--- config.mk ---
export PLATFORM = sky130hd
export DESIGN_NAME = loop_status_monitor
export DESIGN_NICKNAME = d
export VERILOG_FILES = /design/src/logic/loop_status_monitor.v
export VERILOG_INCLUDE_DIRS = /design/src /design/src/logic
export SDC_FILE = /design/constraint.sdc
export NUM_CORES = 1
export LEC_CHECK = 0
export ABC_AREA = 0
export CORE_MARGIN = 4
export CORE_UTILIZATION = 30
export CTS_CLUSTER_SIZE = 30
export DETAILED_ROUTE_END_ITERATION = 6
export DONT_BUFFER_PORTS = 1
export PLACE_DENSITY = 0.55
export SYNTH_ARGS = -nofsm -noshare
export SYNTH_HDL_FRONTEND = slang
export SYNTH_SLANG_ARGS = --single-unit
--- constraint.sdc ---
create_clock -name REF_CLK -period 3.8 [get_ports REF_CLK]
set_input_delay 0.19 -clock REF_CLK [delete_from_list [all_inputs] [get_ports REF_CLK]]
set_output_delay 0.19 -clock REF_CLK [all_outputs]
set_load 0.005 [all_outputs]
--- src/logic/loop_status_monitor_regs.vh ---
// Word offsets, status field positions, reset values and timing for the
// loop status monitor. Assumes the includer uses these names as given.
`ifndef LOOP_STATUS_MONITOR_REGS_VH
`define LOOP_STATUS_MONITOR_REGS_VH

// ----------------------------------------------------------------------
// Shared word area offsets (word index)
// ----------------------------------------------------------------------
`define ERR_PAIR01_OFFSET   5'h07
`define LOOP1_STATUS_OFFSET 5'h08
`define LOOP2_STATUS_OFFSET 5'h09
`define ERR_PAIR23_OFFSET   5'h11
`define LOOP3_STATUS_OFFSET 5'h12
`define LOOP4_STATUS_OFFSET 5'h13

// ----------------------------------------------------------------------
// Loop status word bit positions
// ----------------------------------------------------------------------
`define ST_SAVE_DONE   15
`define ST_SENSOR_ERR  14
`define ST_CT_OVER     13
`define ST_FATAL       12
`define ST_STANDBY     11
`define ST_PID_DONE    10
`define ST_SET_ERR     9
`define ST_STOP        8
`define ST_CTRL_OUT    4
`define ST_AUTOTUNE    3
`define ST_HEATER_OPEN 2
`define ST_ALARM1      1
`define ST_ALARM2      0

// Setting error word: first loop of a pair high nibble, second low
`define ERR_FIRST_LSB  4
`define ERR_SECOND_LSB 0

// ----------------------------------------------------------------------
// Reset values
// ----------------------------------------------------------------------
`define STATUS_RESET   16'h0000
`define ERRNUM_RESET   4'h0

// ----------------------------------------------------------------------
// Timing
// ----------------------------------------------------------------------
`define REF_CLK_HZ        64'd250000000
`define REFRESH_TIMEOUT_S 64'd11
`define REFRESH_TIMEOUT_CYCLES (`REFRESH_TIMEOUT_S * `REF_CLK_HZ)

`endif

--- src/logic/loop_status_monitor.v ---
// Host refresh supervision, front indicators and per-loop status words
// for a four-loop temperature controller. Assumes the control core and
// the host word interface run on REF_CLK; switch and mode pins do not.
`include "loop_status_monitor_regs.vh"
`default_nettype none

module loop_status_monitor
#(
    parameter [63:0] REFRESH_LIMIT = `REFRESH_TIMEOUT_CYCLES,
    parameter        SET_CODES     = 14
)
(
    // Clock and reset
    input  wire                      REF_CLK,
    input  wire                      RST_N,
    // Host refresh and word reads
    input  wire                      EXPLICIT_IO_REFRESH,
    input  wire                      HOST_RD,
    input  wire [4:0]                HOST_ADDR,
    output reg  [15:0]               HOST_RDATA,
    output reg                       HOST_RVALID,
    // Mode pins from outside the clock domain
    input  wire                      STOP_IN_PROGRAM,
    input  wire                      HOST_PROGRAM_MODE,
    // Detected conditions per loop
    input  wire [3:0]                SENSOR_FAULT,
    input  wire [1:0]                CURRENT_TRANSFORMER_OVER,
    input  wire [1:0]                HEATER_OPEN,
    input  wire [4*SET_CODES-1:0]    SET_INVALID,
    // Control core flags per loop
    input  wire [3:0]                SAVE_DONE,
    input  wire [3:0]                FATAL_CTRL,
    input  wire [3:0]                STANDBY,
    input  wire [3:0]                PID_DONE,
    input  wire [3:0]                LOOP_STOP,
    input  wire [3:0]                CTRL_OUT_REQ,
    input  wire [3:0]                AUTOTUNE_FLAG,
    input  wire [3:0]                ALARM_ONE_FLAG,
    input  wire [3:0]                ALARM_TWO_FLAG,
    // Control steering
    output reg  [3:0]                CTRL_OUT,
    output reg  [3:0]                ALARM_OUT_OF_RANGE,
    output reg  [3:0]                HOLD_SETTINGS,
    output reg                       CONTROL_ENABLE,
    // Indicators
    output reg                       RUN_INDICATOR,
    output reg                       UNIT_ERROR_INDICATOR,
    output reg                       HOST_ERROR_INDICATOR
);

    localparam [31:0] limit = REFRESH_LIMIT[31:0];

    // ------------------------------------------------------------------
    // Setting error priority
    // ------------------------------------------------------------------
    // Lowest code wins; scanning downward lets the lowest overwrite last
    function [3:0] set_code;
        input [SET_CODES-1:0] bad;
        integer k;
        begin
            set_code = `ERRNUM_RESET;
            for (k = SET_CODES - 1; k >= 0; k = k - 1)
            begin
                if (bad[k])
                    set_code = k[3:0] + 4'h1;
            end
        end
    endfunction

    // ------------------------------------------------------------------
    // Pin synchronisers
    // ------------------------------------------------------------------
    // Both mode pins come from the host side; two stages each keep a
    // metastable level away from the stop logic
    reg [1:0] stop_pin_sync;
    reg [1:0] prog_pin_sync;

    always @(posedge REF_CLK or negedge RST_N)
    begin
        if (!RST_N)
        begin
            stop_pin_sync <= 2'h0;
            prog_pin_sync <= 2'h0;
        end
        else
        begin
            stop_pin_sync <= {stop_pin_sync[0], STOP_IN_PROGRAM};
            prog_pin_sync <= {prog_pin_sync[0], HOST_PROGRAM_MODE};
        end
    end

    wire stopped = stop_pin_sync[1] & prog_pin_sync[1];

    // ------------------------------------------------------------------
    // Host refresh supervision
    // ------------------------------------------------------------------
    // A 32-bit counter holds the full 11 s figure at 250 MHz; the limit
    // is a parameter so simulation can run with a short one.
    reg [31:0] refresh_count;
    reg        host_mon_err;
    reg [31:0] next_refresh_count;
    reg        next_host_mon_err;

    always @*
    begin
        next_refresh_count = refresh_count;
        next_host_mon_err  = host_mon_err;
        // A refresh on the last count still meets the deadline, so the
        // refresh branch is tested first and the error never sets then
        if (EXPLICIT_IO_REFRESH)
        begin
            next_refresh_count = 32'h0000_0000;
            next_host_mon_err  = 1'b0;
        end
        else if (refresh_count >= limit - 32'h1)
        begin
            next_host_mon_err = 1'b1;
        end
        else
        begin
            next_refresh_count = refresh_count + 32'h1;
        end
    end

    always @(posedge REF_CLK or negedge RST_N)
    begin
        if (!RST_N)
        begin
            refresh_count <= 32'h0000_0000;
            host_mon_err  <= 1'b0;
        end
        else
        begin
            refresh_count <= next_refresh_count;
            host_mon_err  <= next_host_mon_err;
        end
    end

    // ------------------------------------------------------------------
    // Per-loop status words
    // ------------------------------------------------------------------
    // One process owns both arrays so each word has a single driver
    reg  [15:0] status_word [0:3];
    reg  [3:0]  err_num     [0:3];
    wire [63:0] next_words;
    wire [15:0] next_codes;
    wire [3:0]  loop_err;
    integer     i;

    genvar g;
    generate
        for (g = 0; g < 4; g = g + 1)
        begin : loop_gen
            wire ct_over;
            wire heater_open;
            wire [3:0] code;

            if (g < 2)
            begin : with_ct
                assign ct_over     = CURRENT_TRANSFORMER_OVER[g];
                assign heater_open = HEATER_OPEN[g];
            end
            else
            begin : no_ct
                assign ct_over     = 1'b0;
                assign heater_open = 1'b0;
            end

            assign code = set_code(
                SET_INVALID[g*SET_CODES +: SET_CODES]);

            // Flags follow their live causes, so they drop on their own
            assign next_words[g*16 +: 16] = {
                SAVE_DONE[g],
                SENSOR_FAULT[g],
                ct_over,
                FATAL_CTRL[g],
                STANDBY[g],
                PID_DONE[g],
                code != 4'h0,
                LOOP_STOP[g] | stopped,
                3'h0,
                CTRL_OUT_REQ[g] & ~SENSOR_FAULT[g],
                AUTOTUNE_FLAG[g],
                heater_open,
                ALARM_ONE_FLAG[g] | SENSOR_FAULT[g],
                ALARM_TWO_FLAG[g] | SENSOR_FAULT[g]
            };

            assign loop_err[g] = SENSOR_FAULT[g] | ct_over
                               | heater_open | (code != 4'h0);

            assign next_codes[g*4 +: 4] = code;
        end
    endgenerate

    always @(posedge REF_CLK or negedge RST_N)
    begin
        if (!RST_N)
        begin
            for (i = 0; i < 4; i = i + 1)
            begin
                status_word[i] <= `STATUS_RESET;
                err_num[i]     <= `ERRNUM_RESET;
            end
        end
        else
        begin
            for (i = 0; i < 4; i = i + 1)
            begin
                status_word[i] <= next_words[i*16 +: 16];
                err_num[i]     <= next_codes[i*4 +: 4];
            end
        end
    end

    // ------------------------------------------------------------------
    // Control steering and indicators
    // ------------------------------------------------------------------
    // Host-monitor error deliberately does not enter the enable term
    always @(posedge REF_CLK or negedge RST_N)
    begin
        if (!RST_N)
        begin
            CTRL_OUT             <= 4'h0;
            ALARM_OUT_OF_RANGE   <= 4'h0;
            HOLD_SETTINGS        <= 4'h0;
            CONTROL_ENABLE       <= 1'b0;
            RUN_INDICATOR        <= 1'b0;
            UNIT_ERROR_INDICATOR <= 1'b0;
            HOST_ERROR_INDICATOR <= 1'b0;
        end
        else
        begin
            CTRL_OUT             <= CTRL_OUT_REQ & ~SENSOR_FAULT;
            ALARM_OUT_OF_RANGE   <= SENSOR_FAULT;
            HOLD_SETTINGS        <= {
                status_word[3][`ST_SET_ERR],
                status_word[2][`ST_SET_ERR],
                status_word[1][`ST_SET_ERR],
                status_word[0][`ST_SET_ERR]};
            CONTROL_ENABLE       <= ~stopped;
            RUN_INDICATOR        <= ~stopped;
            UNIT_ERROR_INDICATOR <= |loop_err;
            HOST_ERROR_INDICATOR <= host_mon_err;
        end
    end

    // ------------------------------------------------------------------
    // Host word reads
    // ------------------------------------------------------------------
    // Unmapped offsets read zero rather than alias a loop word
    reg [15:0] read_mux;

    always @*
    begin
        case (HOST_ADDR)
            `LOOP1_STATUS_OFFSET: read_mux = status_word[0];
            `LOOP2_STATUS_OFFSET: read_mux = status_word[1];
            `LOOP3_STATUS_OFFSET: read_mux = status_word[2];
            `LOOP4_STATUS_OFFSET: read_mux = status_word[3];
            `ERR_PAIR01_OFFSET:
                read_mux = {8'h00,
                            err_num[0], err_num[1]};
            `ERR_PAIR23_OFFSET:
                read_mux = {8'h00,
                            err_num[2], err_num[3]};
            default:              read_mux = 16'h0000;
        endcase
    end

    always @(posedge REF_CLK or negedge RST_N)
    begin
        if (!RST_N)
        begin
            HOST_RDATA  <= 16'h0000;
            HOST_RVALID <= 1'b0;
        end
        else
        begin
            HOST_RVALID <= HOST_RD;
            if (HOST_RD)
                HOST_RDATA <= read_mux;
        end
    end

endmodule

`default_nettype wire

==> flow_summary_export.csv <==
group,metric,value,unit
global_routing,overflow,0,
synthesis,async_flop_share,100,%
hold_path,hp-class,"in -> reg",
final_layout,syn_to_final_growth,27.1,%
place,dpl-instance-area,5780,um^2
final_layout,num-nets-final,718,
drt,totalWireLength,15.3,mm
global_routing,grt_pass1_wl,25.0,mm
critical_path,ff2ff_setup_slack,1.11,ns
global_routing,grt_max_degree,126,
floorplanning,die_area,21100,um^2
synthesis,synth_top_area_share,55.4,%
critical_path,r2r_cells,8,
hold_path,min-delay-start,"EXPLICIT_IO_REFRESH",
pwr,pwr_density_cell,427,nW/um^2
synthesis,synth_seq_area_share,55.4,%
global_routing,track_usage,14.9,%
sta,slew_headroom,22.3,%
synthesis,synth_warnings,0,
place,place_ws,0.948,ns
sta,skew,0.0147,ns
synthesis,syn-cell-area,5650,um^2
floorplanning,start_util,31.0,%
sta,tns,0,ns
place,gp_congestion,0.794,
drt,post_drt_wl_per_cell,18.0,um
global_routing,antenna_found_initial,0,
clock_tree,insertion_delay,0.41,ns
floorplanning,rows,49,
critical_path,crit_fanout,22,
critical_path,cpPeakStageDelay,0.52,ns
hold_path,hold_end,"refresh_count[15]",
drt,antenna_left,0,
final_layout,n_antenna_cell,0,
sta,fin_crit,2.69,ns
critical_path,worstSetupStartpointType,"flop",
final_layout,final_layout_size_suffix_gt1_share,9.53,%
clock_tree,cts_buffer_depth,2,
clock_tree,cts_sinks,125,
place,port_buffers,0,
drt,drc,0,
sta,max_slew.worst_pin.slew,1.16,ns
critical_path,critical_path.slowest_cell,"or4_1",
critical_path,reg2reg_from,"refresh_count[0]",
sta,drv_slew,0,
synthesis,synthDistinctLibCells,56,
sta,fin_crit_sh,70.8,%
synthesis,syn_nets,645,
place,hpwl,10.1,mm
synthesis,syn_inst,533,
clock_tree,cts_buffers,17,
synthesis,synth-edff-count,0,
pwr,peakVddDrop,0.000279,V
floorplanning,die_x,145,um
critical_path,critical_path.endpoint_type,"flop",
clock_tree,cts_tree,"built",
critical_path,critical_path_class,"reg -> reg",
synthesis,syn_area_per_cell,10.6,um^2
clock_tree,cts.clk_slew.worst_paths,0.06,ns
sta,max_freq,372,MHz
synthesis,yosysTopAreaCell,"dfrtp_1",
drt,via_count,4458,
floorplanning,io_pins,144,
critical_path,r2r-end,"refresh_count[30]",
flow_run,maxCapViolations,0,
sta,layout_setup_ws,1.11,ns
floorplanning,die_y,145,um
drt,first_pass_iters,5,
clock_tree,htreeDepth,4,
sta,rsz0062_at_grt,"no",
synthesis,ys_ff_latch,125,
clock_tree,root_buffer,"clkbuf_16",
critical_path,crit_chain,"ha_1 > nand3_1 > o211ai_1 > a221oi_2 > o21ai_2 > buf_8 > or4_1 > a21oi_1",
critical_path,cp.arrival,3.00,ns
hold_path,worst_hold_path.num_cells,2,
floorplanning,coreArea,18200,um^2
drt,drtIter0Drc,265,
pwr,leakagePower,2.90,nW
sta,finalSetupViolations,0,
global_routing,grt_pass1_vias,4867,
critical_path,required,4.11,ns
sta,hold_violations,0,
final_layout,design_area,7170,um^2
status,status,"complete, no violations",
drt,drt-vias-per-instance,5.26,
synthesis,synth_top_cells_by_area,"dfrtp_1, nor2_1, mux2_2, a21oi_1, o31ai_1",
synthesis,synth_ff_type,"dfrtp_1",
-- cells by family (layout without fill, tap and decap cells) --
kind of cell / Yosys count / in the layout / synth area share, %
simple gates: 189 / 189 / 18.1
flops: 125 / 125 / 55.4
compound gates: 124 / 124 / 15.3
buf+inv: 61 / 147 / 4.83
mux: 27 / 27 / 5.19
xor+xnor: 6 / 6 / 0.931
fa+ha+maj: 1 / 1 / 0.222
-- critical path: cells and delay by family, from the launching register on --
kind / cells / cell delay, ns
compound gates: 4 / 1.05
flops: 1 / 0.40
fa+ha+maj: 1 / 0.22
buf+inv: 1 / 0.24
simple gates: 2 / 0.68
-- report_power, final --
group          internal [mW]  switching (mW)  leakage, nW
Sequential              1.38          0.0220         1.54
Clock                  0.911           0.553        0.255
Combinational          0.107          0.0936         1.10
-- cell usage after synthesis (6+ instances only) --
cell      count
inv_1        31
nor2_1       58
nor2b_1      17
o22ai_1      11
or2_2         9
buf_4         9
nor4_1       16
nand2_1      19
or4_1        13
clkbuf_1     17
nand3_1      14
nor3_1       15
o21ai_0       6
a221oi_1      7
a21oi_1      33
o21bai_1      9
mux2i_1       9
o211ai_1      7
dfrtp_1     125
mux2_2       15
o31ai_1      18
-- state kept, by name, indices dropped and copies added, names as in the netlist --
signal / count
RUN_INDICATOR: 1
HOST_ERROR_INDICATOR: 1
prog_pin_sync: 2
HOLD_SETTINGS: 4
refresh_count: 32
status_word: 42
CTRL_OUT: 3
HOST_RDATA: 16
HOST_RVALID: 1
UNIT_ERROR_INDICATOR: 1
ALARM_OUT_OF_RANGE: 3
stop_pin_sync: 2
host_mon_err: 1
err_num: 16
-- how the worst max path moves through the flow --
stage                            startpoint                end  slack [ns]  cells past startpoint
after floorplan            refresh_count[0]  refresh_count[15]        1.44                      8
after global placement    refresh_count[28]  refresh_count[17]        0.99                      6
after detailed placement  refresh_count[28]  refresh_count[17]        0.95                      6
after CTS                 refresh_count[28]  refresh_count[17]        0.93                      6
after global routing       refresh_count[0]  refresh_count[30]        0.84                      8
final                      refresh_count[0]  refresh_count[30]        1.11                      8
-- layout by cell type (no fill, tap or decap), types with 9 or more instances in the layout --
cell / Yosys / routed
mux2_2: 15 / 15
o31ai_1: 18 / 18
nor2_1: 58 / 58
mux2i_1: 9 / 9
nand2_1: 19 / 19
nor4_1: 16 / 16
inv_1: 31 / 31
a21oi_1: 33 / 33
or2_2: 9 / 9
nor2b_1: 17 / 17
dlygate4sd3_1: 0 / 82
o21bai_1: 9 / 9
nor3_1: 15 / 15
dfrtp_1: 125 / 125
nand3_1: 14 / 14
clkbuf_16: 0 / 17
o22ai_1: 11 / 11
or4_1: 13 / 13
-- cell type report --
type                       count  area, um^2
multi-input combinational    347        2250
timing repair buffer          84         863
clock buffer                  25         465
inverter                      31         116
sequential                   125        3130
tap                          229         287
fill                        1745       11000
clock inverter                 7        65.1
-- stage by stage --
| step | hold WS, ns | util, % | power, mW | instances |
|---|---|---|---|---|
| after global placement | -0.0966 | 31.7 | 1.51 | 732 |
| after CTS | 0.00219 | 39.3 | 3.10 | 847 |
| after detailed placement | -0.0959 | 31.7 | 1.52 | 732 |
| after floorplan | -0.106 | - | 1.51 | 533 |
| after global routing | 0.0171 | 39.4 | 3.19 | 848 |
| final | 0.0165 | 39.4 | 3.06 | 848 |
-- what timing repair did --
item / CTS / global route
hold endpoints to repair: 231 / 0
gates resized for setup: 0 / 0
setup buffers: 0 / 0
hold buffers: 83 / 0
-- metal layers --
metal / track usage, % / wire, um
met5: 0 / 0
met4: 6.17 / 333
met3: 6.36 / 1390
met2: 25.1 / 7620
met1: 16.7 / 5940
Power figures use the tool's default switching activity.
